File: config.mk
export PLATFORM = sky130hd
export DESIGN_NAME = exception_interrupt_priority_ctrl
export DESIGN_NICKNAME = d
export VERILOG_FILES = /design/src/hw/exc_ctrl_pkg.sv /design/src/hw/pin_request_detect.sv /design/src/hw/exception_interrupt_priority_ctrl.sv
export SDC_FILE = /design/constraint.sdc
export NUM_CORES = 1
export LEC_CHECK = 0
export BUFFER_PORTS_ARGS = -buffer_cell sky130_fd_sc_hd__buf_2
export CELL_PAD_IN_SITES_DETAIL_PLACEMENT = 1
export CELL_PAD_IN_SITES_GLOBAL_PLACEMENT = 1
export CORE_ASPECT_RATIO = 0.75
export CORE_UTILIZATION = 46
export DETAILED_ROUTE_END_ITERATION = 8
export PLACE_DENSITY = 0.85
export SETUP_SLACK_MARGIN = 0.05
export SLEW_MARGIN = 10
export SYNTH_ARGS = -nofsm -noshare
export SYNTH_HDL_FRONTEND = slang
export SYNTH_SLANG_ARGS = --single-unit
File: constraint.sdc
create_clock -name clock_i -period 32.3 [get_ports clock_i]
set_input_delay 8.075 -clock clock_i [delete_from_list [all_inputs] [get_ports clock_i]]
set_output_delay 8.075 -clock clock_i [all_outputs]
set_load 0.01 [all_outputs]
File: src/hw/exc_ctrl_pkg.sv
// Shared constants and types of the exception and interrupt priority controller.
package exc_ctrl_pkg;

  // ----------------------------------------------------------------
  // Masking modes and entry sequence states
  // ----------------------------------------------------------------
  typedef enum logic [1:0] {
    MODE_GLOBAL   = 2'h0,
    MODE_USER     = 2'h1,
    MODE_LEVEL    = 2'h2,
    MODE_COMBINED = 2'h3
  } mask_mode_type;

  typedef enum logic [2:0] {
    ST_IDLE,
    ST_PUSH_PC,
    ST_PUSH_FLAGS,
    ST_MASK_UPDATE,
    ST_FETCH
  } entry_state_type;

  // ----------------------------------------------------------------
  // Pin sense codes
  // ----------------------------------------------------------------
  localparam logic [1:0] SENSE_LOW_LEVEL = 2'h0;
  localparam logic [1:0] SENSE_FALL      = 2'h1;
  localparam logic [1:0] SENSE_RISE      = 2'h2;
  localparam logic [1:0] SENSE_BOTH      = 2'h3;

  // ----------------------------------------------------------------
  // Vector numbers
  // ----------------------------------------------------------------
  localparam int         VEC_W         = 8;
  localparam logic [7:0] VEC_NMI       = 8'h07;
  localparam logic [7:0] VEC_TRAP_BASE = 8'h08;
  localparam logic [7:0] VEC_SRC_BASE  = 8'h0C;

  // ----------------------------------------------------------------
  // Priority levels and reset values
  // ----------------------------------------------------------------
  localparam int         LEVEL_W      = 3;
  localparam logic [2:0] LEVEL_TOP    = 3'h7;
  localparam logic [2:0] LEVEL_RESET  = 3'h7;
  localparam logic       GMASK_RESET  = 1'b1;
  localparam logic       UMASK_RESET  = 1'b0;

  // ----------------------------------------------------------------
  // Response time budget
  // ----------------------------------------------------------------
  localparam int         CLK_PERIOD_PS      = 40000;
  localparam int         MAX_LATENCY_PS     = 1500000;
  localparam int         MAX_LATENCY_CYCLES = MAX_LATENCY_PS / CLK_PERIOD_PS;
  localparam int         LAT_W              = 8;

endpackage

File: src/hw/pin_request_detect.sv
// Request detector for one external request pin with level or edge sensing.
`timescale 1ns/100ps
module pin_request_detect
  import exc_ctrl_pkg::*;
(
  input  wire logic       clock_i,
  input  wire logic       reset_n_i,
  input  wire logic       pin_i,
  input  wire logic [1:0] sense_i,
  input  wire logic       clear_i,
  output logic            request_o
);

  typedef struct packed {
    logic prev;
    logic pending;
  } detect_state_type;

  detect_state_type state_q;
  detect_state_type state_d;
  logic             edge_seen;

  // ----------------------------------------------------------------
  // Edge detection and pending flag
  // ----------------------------------------------------------------

  // An edge sets the pending flag; a new edge wins over a clear in the same cycle.
  always_comb begin
    state_d      = state_q;
    state_d.prev = pin_i;
    unique case (sense_i)
      SENSE_FALL: edge_seen = state_q.prev & ~pin_i;
      SENSE_RISE: edge_seen = ~state_q.prev & pin_i;
      SENSE_BOTH: edge_seen = state_q.prev ^ pin_i;
      SENSE_LOW_LEVEL: edge_seen = 1'b0;
    endcase
    if (clear_i) begin
      state_d.pending = 1'b0;
    end
    if (edge_seen) begin
      state_d.pending = 1'b1;
    end
    if (sense_i == SENSE_LOW_LEVEL) begin
      state_d.pending = 1'b0;
    end
  end

  // Level sense follows the live pin; edge sense reports the pending flag.
  assign request_o = (sense_i == SENSE_LOW_LEVEL) ? ~pin_i : state_q.pending;

  // Registers the detector state.
  always_ff @(posedge clock_i or negedge reset_n_i) begin
    if (!reset_n_i) begin
      state_q <= '{prev: 1'b1, pending: 1'b0};
    end else begin
      state_q <= state_d;
    end
  end

endmodule

File: src/hw/exception_interrupt_priority_ctrl.sv
// Exception and interrupt priority controller driving the CPU exception entry sequence.
//
// Operation
// Simultaneous requests are accepted one by one, highest priority first.
// Software traps are always accepted in program execution state, ignoring masks.
// Entry pushes program counter and flags, updates masks, then fetches vector.
// Every source has its own distinct vector number.
// Non-maskable input selects rising or falling edge and ignores mask bits.
// Older core: each pin senses low level or falling edge only.
// Newer core: each pin senses low level, rising, falling or both edges.
// The trap operand selects one of four trap vectors.
// Compatible mode: global mask set blocks all maskable, clear allows all.
// Compatible mode: accepting an interrupt sets the global mask bit.
// Advanced mode: user mask lets raised-priority sources preempt low handlers.
// Per-source programmable priorities steer arbitration and masking.
// Modes 0 to 3 exist; mode 0 uses the global mask bit only.
// Mode 1 uses global mask and user mask bits together.
// Mode 2 uses eight levels: 3-bit mask level and source priorities.
// Mode 3 combines user masking with level masking for nine levels.
// Request to service routine start stays within the response time budget.
// An accepted request during sleep restarts the CPU immediately.
// Level modes accept priority above mask level and store accepted level.
// Edge requests latch pending until accepted; level requests follow the pin.
`timescale 1ns/100ps
module exception_interrupt_priority_ctrl
  import exc_ctrl_pkg::*;
#(
  parameter int NUM_PINS   = 8,
  parameter int NUM_PERIPH = 8
) (
  input  wire logic                                    clock_i,
  input  wire logic                                    reset_n_i,
  input  wire logic                                    nmi_pin_i,
  input  wire logic                                    nmi_rising_i,
  input  wire logic [NUM_PINS-1:0]                     irq_pin_i,
  input  wire logic [2*NUM_PINS-1:0]                   irq_sense_i,
  input  wire logic                                    older_core_i,
  input  wire logic [NUM_PERIPH-1:0]                   periph_req_i,
  input  wire logic [LEVEL_W*(NUM_PINS+NUM_PERIPH)-1:0] source_priority_register_i,
  input  wire logic [1:0]                              mode_i,
  input  wire logic                                    global_mask_i,
  input  wire logic                                    user_mask_bit_i,
  input  wire logic [LEVEL_W-1:0]                      mask_level_field_i,
  input  wire logic                                    trap_req_i,
  input  wire logic [1:0]                              trap_operand_i,
  input  wire logic                                    cpu_executing_i,
  input  wire logic                                    cpu_sleeping_i,
  input  wire logic                                    stack_ack_i,
  input  wire logic                                    fetch_ack_i,
  output logic                                         push_pc_o,
  output logic                                         push_flags_o,
  output logic                                         mask_write_o,
  output logic                                         global_mask_o,
  output logic                                         user_mask_bit_o,
  output logic [LEVEL_W-1:0]                           mask_level_field_o,
  output logic                                         fetch_vector_o,
  output logic [VEC_W-1:0]                             vector_o,
  output logic                                         service_start_o,
  output logic                                         wake_o,
  output logic                                         latency_error_o
);

  localparam int NUM_SRC = NUM_PINS + NUM_PERIPH;
  localparam int SRC_W   = (NUM_SRC > 1) ? $clog2(NUM_SRC) : 1;

  typedef struct packed {
    entry_state_type      state;
    logic [VEC_W-1:0]     vector;
    logic                 trap_pending;
    logic [1:0]           trap_num;
    logic [NUM_PINS:0]    clear;
    logic                 new_gmask;
    logic                 new_umask;
    logic [LEVEL_W-1:0]   new_level;
    logic                 push_pc;
    logic                 push_flags;
    logic                 mask_write;
    logic                 fetch;
    logic                 service_start;
    logic                 wake;
    logic [LAT_W-1:0]     lat_count;
    logic                 lat_error;
  } ctrl_state_type;

  ctrl_state_type           state_q;
  ctrl_state_type           state_d;
  logic [NUM_PINS-1:0]      pin_req;
  logic                     nmi_req;
  logic [NUM_SRC-1:0]       src_req;
  logic [NUM_SRC-1:0]       src_ok;
  logic [LEVEL_W-1:0]       src_prio [NUM_SRC];
  logic                     best_valid;
  logic [SRC_W-1:0]         best_idx;
  logic [LEVEL_W-1:0]       best_prio;
  logic                     trap_ok;
  logic                     any_accept;
  mask_mode_type            mode;

  assign mode = mask_mode_type'(mode_i);

  // ----------------------------------------------------------------
  // Request detection
  // ----------------------------------------------------------------

  // The non-maskable input is an edge source whose direction is selectable.
  pin_request_detect u_nmi_detect (
    .clock_i   (clock_i),
    .reset_n_i (reset_n_i),
    .pin_i     (nmi_pin_i),
    .sense_i   (nmi_rising_i ? SENSE_RISE : SENSE_FALL),
    .clear_i   (state_q.clear[NUM_PINS]),
    .request_o (nmi_req)
  );

  // One detector per external pin; the older core folds any edge mode into falling edge.
  for (genvar p = 0; p < NUM_PINS; p++) begin : g_pin
    logic [1:0] sense;
    assign sense = (older_core_i && irq_sense_i[2*p +: 2] != SENSE_LOW_LEVEL) ?
                   SENSE_FALL : irq_sense_i[2*p +: 2];
    pin_request_detect u_detect (
      .clock_i   (clock_i),
      .reset_n_i (reset_n_i),
      .pin_i     (irq_pin_i[p]),
      .sense_i   (sense),
      .clear_i   (state_q.clear[p]),
      .request_o (pin_req[p])
    );
  end

  assign src_req = {periph_req_i, pin_req};

  // ----------------------------------------------------------------
  // Per-source masking
  // ----------------------------------------------------------------

  // Each source is checked against the mask scheme of the current mode.
  for (genvar s = 0; s < NUM_SRC; s++) begin : g_mask
    logic raised;
    logic above;
    assign src_prio[s] = source_priority_register_i[LEVEL_W*s +: LEVEL_W];
    // Raised priority means any nonzero programmed priority.
    assign raised      = (src_prio[s] != '0);
    assign above       = (src_prio[s] > mask_level_field_i);
    always_comb begin
      unique case (mode)
        MODE_GLOBAL:   src_ok[s] = !global_mask_i;
        MODE_USER:     src_ok[s] = !global_mask_i || (!user_mask_bit_i && raised);
        MODE_LEVEL:    src_ok[s] = above;
        MODE_COMBINED: src_ok[s] = above && (!global_mask_i || (!user_mask_bit_i && raised));
      endcase
    end
  end

  // ----------------------------------------------------------------
  // Arbitration
  // ----------------------------------------------------------------

  // Picks the highest priority eligible source; the lowest index wins a tie.
  always_comb begin
    best_valid = 1'b0;
    best_idx   = '0;
    best_prio  = '0;
    for (int s = 0; s < NUM_SRC; s++) begin
      if (src_req[s] && src_ok[s] && (!best_valid || src_prio[s] > best_prio)) begin
        best_valid = 1'b1;
        best_idx   = SRC_W'(s);
        best_prio  = src_prio[s];
      end
    end
  end

  // A trap waits while the CPU is not executing program code.
  assign trap_ok    = state_q.trap_pending && cpu_executing_i;
  assign any_accept = nmi_req || trap_ok || best_valid;

  // ----------------------------------------------------------------
  // Entry sequence
  // ----------------------------------------------------------------

  // Accepts one request at a time and walks the CPU through the entry steps.
  always_comb begin
    state_d               = state_q;
    state_d.clear         = '0;
    state_d.service_start = 1'b0;
    // A trap pulse is latched with its operand until it is taken.
    if (trap_req_i) begin
      state_d.trap_pending = 1'b1;
      state_d.trap_num     = trap_operand_i;
    end
    // Only the idle state takes a request; the push and fetch states wait for the CPU.
    unique case (state_q.state)
      ST_IDLE: begin
        if (nmi_req) begin
          state_d.state                = ST_PUSH_PC;
          state_d.vector               = VEC_NMI;
          state_d.clear[NUM_PINS]      = 1'b1;
          state_d.new_gmask            = 1'b1;
          state_d.new_umask            = mode[0] ? 1'b1 : user_mask_bit_i;
          state_d.new_level            = mode[1] ? LEVEL_TOP : mask_level_field_i;
        end else if (trap_ok) begin
          state_d.state                = ST_PUSH_PC;
          state_d.vector               = VEC_TRAP_BASE + {6'h00, state_q.trap_num};
          state_d.trap_pending         = trap_req_i;
          state_d.new_gmask            = 1'b1;
          state_d.new_umask            = mode[0] ? 1'b1 : user_mask_bit_i;
          state_d.new_level            = mask_level_field_i;
        end else if (best_valid) begin
          state_d.state                = ST_PUSH_PC;
          state_d.vector               = VEC_SRC_BASE + VEC_W'(best_idx);
          if (32'(best_idx) < NUM_PINS) begin
            state_d.clear[best_idx]    = 1'b1;
          end
          state_d.new_gmask            = (mode == MODE_LEVEL) ? global_mask_i : 1'b1;
          state_d.new_umask            = (mode[0] && best_prio != '0) ? 1'b1 : user_mask_bit_i;
          state_d.new_level            = mode[1] ? best_prio : mask_level_field_i;
        end
      end
      ST_PUSH_PC: begin
        if (stack_ack_i) begin
          state_d.state = ST_PUSH_FLAGS;
        end
      end
      ST_PUSH_FLAGS: begin
        if (stack_ack_i) begin
          state_d.state = ST_MASK_UPDATE;
        end
      end
      ST_MASK_UPDATE: begin
        state_d.state = ST_FETCH;
      end
      ST_FETCH: begin
        if (fetch_ack_i) begin
          state_d.state         = ST_IDLE;
          state_d.service_start = 1'b1;
        end
      end
    endcase

    // Step strobes are registered copies of the next state.
    state_d.push_pc    = (state_d.state == ST_PUSH_PC);
    state_d.push_flags = (state_d.state == ST_PUSH_FLAGS);
    state_d.mask_write = (state_d.state == ST_MASK_UPDATE);
    state_d.fetch      = (state_d.state == ST_FETCH);

    // A sleeping CPU is woken while an acceptable request waits.
    state_d.wake = cpu_sleeping_i && (nmi_req || best_valid);

    // Counts cycles from a waiting request to the start of its service routine.
    if (state_d.service_start || (state_q.state == ST_IDLE && !any_accept)) begin
      state_d.lat_count = '0;
    end else if (state_q.lat_count != '1) begin
      state_d.lat_count = state_q.lat_count + LAT_W'(1);
    end
    // The overrun flag stays set until reset.
    if (state_q.lat_count >= LAT_W'(MAX_LATENCY_CYCLES)) begin
      state_d.lat_error = 1'b1;
    end
  end

  // Registers the whole controller state.
  always_ff @(posedge clock_i or negedge reset_n_i) begin
    if (!reset_n_i) begin
      state_q <= '{state: ST_IDLE, new_gmask: GMASK_RESET, new_umask: UMASK_RESET,
                   new_level: LEVEL_RESET, default: '0};
    end else begin
      state_q <= state_d;
    end
  end

  // ----------------------------------------------------------------
  // Outputs
  // ----------------------------------------------------------------

  // Every output is taken straight from a state flip-flop.
  assign push_pc_o          = state_q.push_pc;
  assign push_flags_o       = state_q.push_flags;
  assign mask_write_o       = state_q.mask_write;
  assign global_mask_o      = state_q.new_gmask;
  assign user_mask_bit_o    = state_q.new_umask;
  assign mask_level_field_o = state_q.new_level;
  assign fetch_vector_o     = state_q.fetch;
  assign vector_o           = state_q.vector;
  assign service_start_o    = state_q.service_start;
  assign wake_o             = state_q.wake;
  assign latency_error_o    = state_q.lat_error;
endmodule

==> summary.md <==
| Metric | Value |
|---|---|
| Layout Skew | `0.00613 ns` |
| Synth Warn # | `0` |
| Synth Register Bits | `58` |
| Cell Rows | `38` |
| Clk pin slew, worst setup/hold paths | `0.05 ns` |
| Ports | `119` |
| Setup TNS | `0 ns` |
| # placed instances | `1180` |
| Setup WS post-layout | `1.47 ns` |
| Root buf cell | `clkbuf_16` |
| Clk_lat worst skew | `0.33 ns` |
| Cell with the most instances after synthesis | `ha_1` |
| Die width | `144 um` |
| Worst vdd ir | `0.0450 mV` |
| DRC viols | `0` |
| WL/cell | `20.1 um` |
| Max Cap Viol | `0` |
| Worst hold path stage count | `1` |
| Seq pwr share | `18.6%` |
| Pwr dens | `72.1 nW/um2` |
| Pre-CTS setup slack | `-0.709 ns` |
| Post-synth EDFFs | `0` |
| Fin crit share | `95.4%` |
| DR vias | `7387` |
| Num CTS Buffers | `9` |
| First-pass GRT wire length | `38100 um` |
| Top post-synthesis cells by count | `108 x ha_1, 87 x inv_1, 84 x o21ai_0` |
| Total track usage | `31.5%` |
| Pins over their slew limit | `0` |
| CTS max path bufs | `2` |
| Leak | `0.00401 uW` |
| Final setup vio count | `0` |
| Critical Path RT | `32.52 ns` |
| Largest net degree at the start of global routing | `59` |
| Worst Setup Start Kind | `primary input` |
| Initial Util | `47.7%` |
| 1st-iter DRT viols | `525` |
| Fillers | `1882` |
| CP dominant cell by count | `ha_1` |
| Main synth FF type | `dfrtp_1` |
| Final HPWL DP | `18700 um` |
| DR vias/cell | `6.10` |
| NetSw | `280 uW` |
| Area delta synth->final | `18.1%` |
| Crit Path Class | `primary input to flop` |
| Slowest CP cell | `a222oi_1` |
| Core area | `14600 um2` |
| Final antenna-violating net count | `0` |
| Total routed wirelength | `24300 um` |
| Initial DRT Pass Iterations | `7` |
| Fin. Hold Viols | `0` |
| Worst Hold Class | `flop to flop` |
| Async SR Flop Fraction | `100%` |
| Die area | `15700 um2` |
| Clock power share | `16.2%` |
| GRT overflow | `0` |
| I/O Buffers | `115` |
| Synth top area share | `19.3%` |
| Tmin final | `30.83 ns` |
| TritonCTS clock tree | `built` |
| Final nets | `1212` |
| Post-synthesis sequential area ratio | `21.0%` |
| Crit path max fanout | `8` |
| H-tree depth | `3` |
| R2R cell count | `131` |
| Non-filler cells, final | `1211` |
| Synth cell types | `83` |
| Register area | `1470 um2` |
| Ranking of synthesized cells by area | `ha_1 19%, dfrtp_1 16%, o21ai_0 6.0%, dfstp_2 4.9%, inv_1 4.7%` |
| Layout Utilization | `56.4%` |
| Power consumption | `595 uW` |
| Switching Fraction | `47.0%` |
| Layout cells sized above 1 | `22.8%` |
| Logic gate share of total power | `65.2%` |
| Max Clk Rate | `32.4 MHz` |
| Crit-path max cell delay | `0.41 ns` |
| Endpoint class of the critical path | `flop` |
| Vias in the first global route | `7258` |
| Internal | `316 uW` |
| Post-synth top area cell | `ha_1` |
| Cells after synthesis | `884` |
| Mean Syn Cell Area | `7.91 um2` |
| Worst slew pin tran | `0.862 ns` |
| Clock sinks | `58` |
| Die Y | `109 um` |
| Hold-fix buffers, CTS | `0` |
| Data arrival, critical path | `31.04 ns` |
| Slew HR | `42.2%` |
| Post-synthesis cell area | `6990 um2` |
| Area of the multi-input gates | `5180 um2` |
| Status | `complete, no violations` |
| GPL Wtd Cong | `0.954` |
| Initial antenna violation count | `1` |
[layer usage]
layer  global-route usage, %  vias up  wire [um]
li1                        -     3497          -
met3                    5.18       34       1240
met1                    45.5     3618      11900
met5                       0        -          0
met4                    6.39        0        416
met2                    49.2      238      10800
[cell usage in the layout (no fill, tap or decap), drive strengths merged, types with 19 or more instances in the layout]
| cell | instances |
|---|---|
| a21oi | 47 |
| buf | 134 |
| dfrtp | 45 |
| ha | 108 |
| inv | 87 |
| nand2 | 76 |
| nand3 | 19 |
| nor2 | 68 |
| nor2b | 24 |
| nor3 | 31 |
| o21ai | 90 |
[critical path: cells and delay by family]
family	cells	cell delay, ns
multiplexers	3	0.98
adder cells (fa/ha/maj)	18	4.98
buffers and inverters	9	0.67
AND/OR/NAND/NOR	42	6.68
AO/OA/AOI/OAI	61	9.62
[cell families after synthesis]
logic type	Yosys count	share of synthesized area, %
multiplexers	12	1.95
buffers and inverters	114	6.91
AND/OR/NAND/NOR	297	21.4
other	1	0.0536
adder cells (fa/ha/maj)	110	19.6
XOR/XNOR	4	0.501
flip-flops	58	21.0
AO/OA/AOI/OAI	288	28.5
[power by group through the flow]
| stage | Combinational, uW | Sequential [uW] | Clock [uW] |
|---|---|---|---|
| after floorplan | 257 | 105 | 0 |
| after global placement | 331 | 110 | 0 |
| after detailed placement | 346 | 111 | 0 |
| after CTS | 354 | 110 | 97.8 |
| after global routing | 427 | 113 | 103 |
| final | 388 | 111 | 96.4 |
[flip-flops by register name (all words and copies together) (netlist names), 2 cells and up]
name	flops
state_q	23
vector_o	5
u_nmi_detect.state_q	2
g_pin.u_detect.state_q	16
mask_level_field_o	3
[final cells by class]
cell class / instances / area share (%)
Antenna cell: 1 / 0.0303
Clock buffer: 11 / 3.06
Clock inverter: 5 / 0.637
Inverter: 87 / 3.96
Multi-Input combinational cell: 715 / 62.8
Sequential cell: 58 / 17.8
Tap cell: 200 / 3.03
Timing Repair Buffer: 134 / 8.70
[final timing paths]
check	to	startpoint	slack (ns)
max	state_q[28]	source_priority_register_i[1]	1.47
min	u_nmi_detect.state_q[0]	state_q[28]	0.48
max reg2reg	state_q[28]	g_pin[0].u_detect.state_q[0]	9.41
min reg2reg	u_nmi_detect.state_q[0]	state_q[28]	0.48
max in group asynchronous	vector_o[4]	reset_n_i	23.90
min in group asynchronous	g_pin[3].u_detect.state_q[0]	reset_n_i	7.90
[metrics by stage]
stage                     hold slack, ns  instance area, um2
after floorplan                    0.451                7000
after global placement             0.471                7710
after detailed placement           0.478                7710
after CTS                          0.481                8040
after global routing               0.499                8260
final                              0.480                8260
[timing repair]
item,in CTS,in global routing
pin swaps,0,8
resized for setup,6,39
gates cloned,0,1
setup buffers,0,13
endpoints found under the setup margin,12,18
No activity file was read; power rests on OpenSTA's default activity.
